--- config.mk ---
export PLATFORM = sky130hd
export DESIGN_NAME = pps_mux
export DESIGN_NICKNAME = d
export VERILOG_FILES = /design/src/common/pps_pkg.sv /design/src/pps_mux.sv
export SDC_FILE = /design/constraint.sdc
export NUM_CORES = 2
export LEC_CHECK = 0
export ABC_AREA = 1
export ABC_CLOCK_PERIOD_IN_PS = 15930
export BUFFER_PORTS_ARGS = -buffer_cell sky130_fd_sc_hd__buf_2
export CAP_MARGIN = 10
export CORE_MARGIN = 1
export CORE_UTILIZATION = 30
export CTS_CLUSTER_SIZE = 24
export DETAILED_ROUTE_END_ITERATION = 16
export PLACE_DENSITY = 0.54
export SYNTH_ARGS = -nofsm -noshare
export SYNTH_HDL_FRONTEND = slang
export SYNTH_SLANG_ARGS = --single-unit
export TNS_END_PERCENT = 10
--- constraint.sdc ---
create_clock -name I_CLK -period 15.93 [get_ports I_CLK]
set_clock_uncertainty 0.2 [all_clocks]
set_input_delay 3.9825 -clock I_CLK [delete_from_list [all_inputs] [get_ports I_CLK]]
set_output_delay 3.9825 -clock I_CLK [all_outputs]
set_load 0.05 [all_outputs]
--- src/common/pps_pkg.sv ---
package pps_pkg;

    // Pin map: 8 bits per port, three ports
    localparam int PORT_W = 8;
    localparam int NPORT = 3;
    localparam int NPIN = PORT_W * NPORT;
    localparam int OSEL_W = 6;
    localparam int ISEL_W = 5;
    localparam int NSRC = 64;
    localparam int NIN = 39;

    // Input select field positions
    localparam int ISEL_PORT_LSB = 3;
    localparam int ISEL_PIN_LSB = 0;

    // Port field codes
    localparam logic [1:0] PORT_A = 2'h0;
    localparam logic [1:0] PORT_B = 2'h1;
    localparam logic [1:0] PORT_C = 2'h2;

    // Output select codes given for the window signals
    localparam logic [5:0] OSEL_LATCH = 6'h00;
    localparam logic [5:0] OSEL_COMPARATOR_ONE = 6'h11;
    localparam logic [5:0] OSEL_ADC_GUARD_A = 6'h1f;
    localparam logic [5:0] OSEL_ADC_GUARD_B = 6'h20;
    localparam logic [5:0] OSEL_RESET = 6'h00;

    // Input indices with special handling
    localparam int IN_EXT_INT = 0;
    localparam int IN_SERIAL_RX = 35;
    localparam int IN_SERIAL_CK = 36;
    localparam int IN_SYNC_CLK = 25;
    localparam int IN_SYNC_DAT = 26;

    // Inputs whose select register is shared with one of the above, and the two second sync port pairs
    localparam int IN_SERIAL_RX_PAIR = 34;
    localparam int IN_SYNC_CLK_PAIR = 24;
    localparam int IN_SYNC_DAT_PAIR = 27;
    localparam int IN_SYNC2_CLK = 30;
    localparam int IN_SYNC2_CLK_PAIR = 29;
    localparam int IN_SYNC2_DAT = 31;
    localparam int IN_SYNC2_DAT_PAIR = 32;

    typedef logic [ISEL_W-1:0] pps_isel_t;
    typedef logic [OSEL_W-1:0] pps_osel_t;

    // Per-pin direction and peripheral override bundle
    typedef struct packed {
        logic [NPIN-1:0] dir_in;
        logic [NPIN-1:0] ovr_en;
        logic [NPIN-1:0] ovr_drive_n;
    } pps_drv_s;

    // Power-on defaults of the input selects, 14/16-pin then 20-pin
    localparam logic [ISEL_W*NIN-1:0] ISEL_RST_SMALL = {
        5'h04, 5'h10, 5'h14, 5'h15, 5'h15, 5'h00, 5'h15, 5'h15,
        5'h14, 5'h14, 5'h13, 5'h11, 5'h11, 5'h10, 5'h10, 5'h12,
        5'h05, 5'h11, 5'h14, 5'h13, 5'h02, 5'h02, 5'h04, 5'h02,
        5'h13, 5'h15, 5'h01, 5'h15, 5'h12, 5'h12, 5'h13, 5'h10,
        5'h11, 5'h14, 5'h15, 5'h05, 5'h04, 5'h05, 5'h02};
    localparam logic [ISEL_W*NIN-1:0] ISEL_RST_LARGE = {
        5'h04, 5'h10, 5'h0f, 5'h0d, 5'h0d, 5'h01, 5'h0d, 5'h0d,
        5'h0f, 5'h0f, 5'h16, 5'h0c, 5'h0c, 5'h0e, 5'h0e, 5'h12,
        5'h0d, 5'h0c, 5'h13, 5'h02, 5'h02, 5'h02, 5'h04, 5'h02,
        5'h13, 5'h15, 5'h01, 5'h15, 5'h12, 5'h12, 5'h13, 5'h10,
        5'h11, 5'h14, 5'h15, 5'h05, 5'h04, 5'h05, 5'h02};

endpackage : pps_pkg

--- src/pps_mux.sv ---
// Behaviour
// - Each pin has its own output select choosing the source on it.
// - All pins decode output select codes through one shared table.
// - The pin direction bit normally owns the pin driver enable.
// - Sync serial and I2C override the direction bit when active.
// - Codes 0x1f, 0x20 and 0x11 route guard A, guard B, comparator 1.
// - Input selects are 5-bit codes with package-specific defaults.
// - Sync serial data/clock and I2C lines share one select each.
// - Every input owns its select except the five shared pairs; many may pick the same pin.
// - Port reads return the pin level whatever the selection.
// - Only power-on reset restores defaults; other resets do not.
module pps_mux #(
    parameter bit LARGE_PKG = 1'b1
) (
    input wire logic I_CLK, // System clock
    input wire logic I_RST, // Power-on reset, async high
    input wire logic I_CFG_WE, // Select write strobe
    input wire logic I_CFG_IS_OUT, // 1 output select, 0 input select
    input wire logic [5:0] I_CFG_IDX, // Pin or input index
    input wire logic [5:0] I_CFG_DATA, // Select code
    input wire logic [pps_pkg::NPIN-1:0] I_PIN, // Pin levels
    input wire logic [pps_pkg::NPIN-1:0] I_LAT, // Port latch values
    input wire logic [pps_pkg::NPIN-1:0] I_DIR_IN, // Direction, 1 input
    input wire logic [pps_pkg::NSRC-1:0] I_PERIPH_OUT, // Source signals
    input wire logic I_SERIAL_SYNC, // Serial transceiver sync mode
    input wire logic I_SERIAL_DT_OE, // Sync data drive, 1 drive
    input wire logic I_SERIAL_CK_OE, // Sync clock drive, 1 drive
    input wire logic I_SYNC_I2C, // Sync port in I2C mode
    input wire logic I_I2C_SCL_LOW, // I2C pulls clock low
    input wire logic I_I2C_SDA_LOW, // I2C pulls data low
    output logic [pps_pkg::NPIN-1:0] O_PIN_OUT, // Pin output value
    output logic [pps_pkg::NPIN-1:0] O_PIN_OE_N, // Pin enable, low drives
    output logic [pps_pkg::NPIN-1:0] O_PORT_READ, // Port read value
    output logic [pps_pkg::NIN-1:0] O_PERIPH_IN // Routed inputs
);
    import pps_pkg::*;

    pps_osel_t osel_r [NPIN];
    pps_osel_t osel_nxt [NPIN];
    pps_isel_t isel_r [NIN];
    pps_isel_t isel_nxt [NIN];
    logic [NPIN-1:0] pin_m_r;
    logic [NPIN-1:0] pin_s_r;
    logic [NPIN-1:0] out_nxt;
    logic [NPIN-1:0] oe_n_nxt;
    logic [NIN-1:0] in_nxt;
    logic [NPIN-1:0] out_r;
    logic [NPIN-1:0] oe_n_r;
    logic [NIN-1:0] in_r;
    pps_drv_s drv;

    // Shared output code table; code zero gives the port latch
    function automatic logic src_sel(input pps_osel_t code,
                                     input logic lat,
                                     input logic [NSRC-1:0] src);
        if (code == OSEL_LATCH) begin
            return lat;
        end
        return src[code];
    endfunction : src_sel

    // Input code to flat pin index
    function automatic int unsigned pin_idx(input pps_isel_t code);
        logic [1:0] port;
        port = code[ISEL_W-1:ISEL_PORT_LSB];
        // Port code 3 names no port, so it routes nothing
        if (port > PORT_C) begin
            return NPIN;
        end
        return port * PORT_W + code[ISEL_PORT_LSB-1:ISEL_PIN_LSB];
    endfunction : pin_idx

    // Find pins picked by a shared bidirectional select
    function automatic logic [NPIN-1:0] pin_onehot(input pps_isel_t code);
        logic [NPIN-1:0] v;
        int unsigned k;
        v = '0;
        k = pin_idx(code);
        if (k < NPIN) begin
            v[k] = 1'b1;
        end
        return v;
    endfunction : pin_onehot

    // Partner of an input whose select register is shared with another
    function automatic int isel_mate(input int i);
        int m;
        case (i)
            IN_SYNC_CLK: m = IN_SYNC_CLK_PAIR;
            IN_SYNC_CLK_PAIR: m = IN_SYNC_CLK;
            IN_SYNC_DAT: m = IN_SYNC_DAT_PAIR;
            IN_SYNC_DAT_PAIR: m = IN_SYNC_DAT;
            IN_SYNC2_CLK: m = IN_SYNC2_CLK_PAIR;
            IN_SYNC2_CLK_PAIR: m = IN_SYNC2_CLK;
            IN_SYNC2_DAT: m = IN_SYNC2_DAT_PAIR;
            IN_SYNC2_DAT_PAIR: m = IN_SYNC2_DAT;
            IN_SERIAL_RX: m = IN_SERIAL_RX_PAIR;
            IN_SERIAL_RX_PAIR: m = IN_SERIAL_RX;
            default: m = i;
        endcase
        return m;
    endfunction : isel_mate

    // A select write lands on an input or on the input sharing its select
    function automatic logic isel_hit(input int i, input logic [5:0] idx);
        return idx == 6'(i) || idx == 6'(isel_mate(i));
    endfunction : isel_hit

    // Select register update; a write to either copy of a shared select
    // lands in both, so the pair can never point at different pins
    always_comb begin
        for (int p = 0; p < NPIN; p++) begin
            osel_nxt[p] = osel_r[p];
            if (I_CFG_WE && I_CFG_IS_OUT && I_CFG_IDX == 6'(p)) begin
                osel_nxt[p] = I_CFG_DATA;
            end
        end
        for (int i = 0; i < NIN; i++) begin
            isel_nxt[i] = isel_r[i];
            if (I_CFG_WE && !I_CFG_IS_OUT && isel_hit(i, I_CFG_IDX)) begin
                isel_nxt[i] = I_CFG_DATA[ISEL_W-1:0];
            end
        end
    end

    // Only power-on reset reaches the selects; other reset sources are not
    // wired here, so the selects live through them
    always_ff @(posedge I_CLK or posedge I_RST) begin
        if (I_RST) begin
            for (int p = 0; p < NPIN; p++) begin
                osel_r[p] <= OSEL_RESET;
            end
            for (int i = 0; i < NIN; i++) begin
                isel_r[i] <= LARGE_PKG ? ISEL_RST_LARGE[i*ISEL_W +: ISEL_W]
                                       : ISEL_RST_SMALL[i*ISEL_W +: ISEL_W];
            end
        end else begin
            osel_r <= osel_nxt;
            isel_r <= isel_nxt;
        end
    end

    // Pin synchroniser: pins move with no relation to the clock, so only
    // the second stage is read by any logic
    always_ff @(posedge I_CLK or posedge I_RST) begin
        if (I_RST) begin
            pin_m_r <= '0;
            pin_s_r <= '0;
        end else begin
            pin_m_r <= I_PIN;
            pin_s_r <= pin_m_r;
        end
    end

    // Peripheral driver overrides, aimed at the pins the shared selects name.
    // The override follows the input select on purpose: a bidirectional line
    // only works when its input and output name the same pin.
    always_comb begin
        logic [NPIN-1:0] dt_pin;
        logic [NPIN-1:0] ck_pin;
        logic [NPIN-1:0] scl_pin;
        logic [NPIN-1:0] sda_pin;
        dt_pin = pin_onehot(isel_r[IN_SERIAL_RX]);
        ck_pin = pin_onehot(isel_r[IN_SERIAL_CK]);
        scl_pin = pin_onehot(isel_r[IN_SYNC_CLK]);
        sda_pin = pin_onehot(isel_r[IN_SYNC_DAT]);
        // No override by default: the direction bits own the drivers
        drv.dir_in = I_DIR_IN;
        drv.ovr_en = '0;
        drv.ovr_drive_n = '0;
        if (I_SERIAL_SYNC) begin
            drv.ovr_en = dt_pin | ck_pin;
            drv.ovr_drive_n = (dt_pin & {NPIN{!I_SERIAL_DT_OE}})
                            | (ck_pin & {NPIN{!I_SERIAL_CK_OE}});
        end
        // I2C only pulls low; a released line floats to its pull-up
        if (I_SYNC_I2C) begin
            drv.ovr_en = drv.ovr_en | scl_pin | sda_pin;
            drv.ovr_drive_n = drv.ovr_drive_n
                            | (scl_pin & {NPIN{!I_I2C_SCL_LOW}})
                            | (sda_pin & {NPIN{!I_I2C_SDA_LOW}});
        end
    end

    // Output and input routing; code zero hands the pin back to its latch
    always_comb begin
        for (int p = 0; p < NPIN; p++) begin
            out_nxt[p] = src_sel(osel_r[p], I_LAT[p],
                                 I_PERIPH_OUT);
            oe_n_nxt[p] = drv.ovr_en[p] ? drv.ovr_drive_n[p]
                                        : drv.dir_in[p];
        end
        // An input on port code 3 reads a steady 0
        for (int i = 0; i < NIN; i++) begin
            int unsigned k;
            k = pin_idx(isel_r[i]);
            in_nxt[i] = (k < NPIN) ? pin_s_r[k] : 1'b0;
        end
    end

    // Output registers, so every pin and routed input leaves from a flop
    // and reset releases all pins undriven
    always_ff @(posedge I_CLK or posedge I_RST) begin
        if (I_RST) begin
            out_r <= '0;
            oe_n_r <= '1;
            in_r <= '0;
        end else begin
            out_r <= out_nxt;
            oe_n_r <= oe_n_nxt;
            in_r <= in_nxt;
        end
    end

    assign O_PIN_OUT = out_r;
    assign O_PIN_OE_N = oe_n_r;
    assign O_PORT_READ = pin_s_r;
    assign O_PERIPH_IN = in_r;

endmodule : pps_mux

==> results.md <==
* Startpoint Class: register
* Routed wl met3 at 24500 um
* Hold Slack at around 140 ps
* Die height at between 300 and 400 um
* Slowest stage delay, CP at 1040 ps
* Seq cells post-synth at 444
* Fmax at 0.158 GHz
* Initial DRC Count at 7307
* Ys Warns at 0
* Clk buf depth at 3
* Port bufs at 268
* Initial antenna violation count at 14
* Layout Area Growth over Synthesis at 9.03%
* Share of the synthesized area in the top cell type at about a quarter
* CTS tree: done
* Ports at around 270
* Mapped cell area at approximately 0.042 mm^2
* Fillers at 15208
* Post-Syn Nets at 7407
* Hold Path End: O_PORT_READ[1]
* Worst slew margin at 6.39%
* Worst Path Buf+Inv at 1
* Slowest stage cell, crit path: dfrtp_2
* R2R setup slack at 12850 ps
* Htree depth at 2
* DP HPWL at 118000 um
* Max-Cap Viols at 0
* Pwr dens at 98.7 mW/mm^2
* Data required, critical path at around 12000 ps
* RSZ-0062 raised after global routing: no
* Max-slew violation count at 0
* Sequential cell area fraction in the yosys report at 26.9%
* Hold crit path type: reg -> reg
* FF-to-FF path depth at 9
* Final Cycle Share at 39.8%
* Number of global-route vias before repair at 44891
* Largest cells by area after synthesis: nand2_1 (26%), dfrtp_1 (21%), nand3_1 (14%), o21ai_0 (6.0%), dfstp_2 (6.0%)
* Worst-margin pin slew at 1400 ps
* Non-Filler Instances at 8930
* Drt first pass iters at 10
* Placed cell count at 8814
* CP startpoint: O_PORT_READ[15]
* Status: finished, final reports clean
* Post-CTS setup buffers at 0
* NumNets Final at between 7000 and 8000
* Util after Layout at about a third
* Met1 wire length at 81100 um
* Data arrival time of the worst path at between 2000 and 2500 ps
* First-pass GRT wire length at 292000 um
* Final GP Congestion at 0.919
* VDD IR max at 0.0974 mV
* Leakage at 20.8 nW
* Period minus WS final at 6340 ps
* CTS resizes at 0
* Endpoint class of the critical path: output pin
* CP delay by family, top: flip-flops
* Vias per inst at approximately 5.7
* Final ANT Viol Nets at 0
* Routed vias at 50959
* Worst reg2reg path startpoint: O_PORT_READ[22]
* Setup TNS at 0 ps
* Grt total ovfl at 0
* Final setup vio count at 0
* WL final at 199000 um
* Root Buffer: clkbuf_16
* Clock slew seen by the registers of the worst setup and hold paths at roughly 60 ps
* CTS buffer count at 57
* Max layer used: met5
* Yosys cell types at 37
* Total GRT Usage at a little over a quarter
* Hold buffers post-CTS at 0
* Hold path depth at 0
* Die footprint at between 0.1 and 0.15 mm^2
* Rows at approximately 140
* WL met2 at about 81000 um
* Worst Path Max Fanout at 32
* Reg2reg end: O_PERIPH_IN[7]
* Horiz. Die Dim at 375 um
* CTS sink count at 444
* Cell chain of the critical path: buf_2
* Hold Path Origin: pin_m_r[1]
* Initial core utilization at 30.3%
* Number of remaining DRC errors at 0
* WL/cell at 22.3 um
* Core Area at 0.138 mm^2
* Synth area leader: nand2_1
* Final hold violation count at 0
* Critical path class: reg -> out
* Skew-Pair Late Insertion Delay at 710 ps
* Final Power at 4.50 mW
* Post-Synthesis Cells at about 7200
* Maximum number of pins on one net before global-route repair at 75
* Mean Syn Cell Area at 5.76 um^2
* Share of cells above drive strength 1 at 9.58%
## how the worst max path moves through the flow
stage | slack, ps | end | cells after the start
2_1_floorplan | 5820 | O_PERIPH_IN[0] | 1
3_3_place_gp | 9440 | O_PIN_OUT[19] | 11
3_5_place_dp | 9450 | O_PIN_OUT[21] | 11
4_1_cts | 9560 | O_PORT_READ[15] | 1
5_1_grt | 9580 | O_PORT_READ[15] | 1
6_report | 9590 | O_PORT_READ[15] | 1
## Yosys cell counts (all sizes together)
library cell  instances
a22oi                12
nor3                  5
inv                 418
a21boi               24
buf                 400
o221ai               42
nand4                57
o22ai                73
a31oi                 6
o211ai              261
clkinv               12
dfstp                95
nor2                409
dfrtp               349
nand2              2935
a21o                  6
or2                   1
nand3              1201
a22o                 16
clkbuf              192
a21oi               177
o32ai                 4
o21ai               551
nand3b                2
o2111ai               1
## cells in the final DEF (no fill, tap or decap), types with 18 or more instances in the layout
cell | netlist | final
o211ai_1 | 259 | 259
nand4_1 | 57 | 57
o21ai_1 | 50 | 50
dfstp_2 | 95 | 95
buf_2 | 319 | 268
nor2_1 | 392 | 391
o221ai_1 | 42 | 42
o22ai_1 | 73 | 73
a21oi_1 | 177 | 177
clkbuf_16 | 0 | 57
nand3_1 | 1186 | 1186
dfrtp_1 | 349 | 348
o21ai_0 | 501 | 501
inv_1 | 361 | 335
clkinv_1 | 12 | 18
nand2_1 | 2933 | 2933
buf_4 | 44 | 95
inv_2 | 57 | 76
## cells by family after synthesis
logic type	after synthesis	share of synthesized area [%]
buf+inv	1022	10.6
simple gates	4610	45.8
flops	444	26.9
compound gates	1173	16.7
## flip-flops by register name, summed over array words and instances, names as in the netlist
name	flops
O_PERIPH_IN	34
O_PORT_READ	24
osel_r	144
O_PIN_OUT	24
O_PIN_OE_N	24
isel_r	170
pin_m_r	24
## cell type report
class / instances / area [um^2] / area share (%)
multi-input cells: 5783 / 26100 / 57.4
diodes: 5 / 12.5 / 0.0275
clock buffers: 68 / 1540 / 3.38
clock inverters: 40 / 634 / 1.39
flip-flops and latches: 444 / 11200 / 24.7
inverters: 430 / 1620 / 3.55
repair buffers: 366 / 2140 / 4.69
well taps: 1794 / 2240 / 4.93
## layer usage
layer	GRT usage, %	up-vias
met2	39.3	3264
met3	6.19	727
li1	-	23559
met5	0	-
met1	37.0	23393
met4	14.8	16
## metrics by stage
step | area [um^2] | setup WS, ps
after floorplan | 41800 | 5820
after global placement | 43300 | 9440
after detailed placement | 43300 | 9450
after CTS | 45400 | 9560
after global routing | 45500 | 9580
final | 45500 | 9590
## power by group
group,switching [mW],total [mW],internal [mW]
registers,0.157,1.42,1.26
clock network,0.604,1.51,0.907
logic,1.13,1.56,0.430
Note: power is estimated with default switching activity, not from simulation.
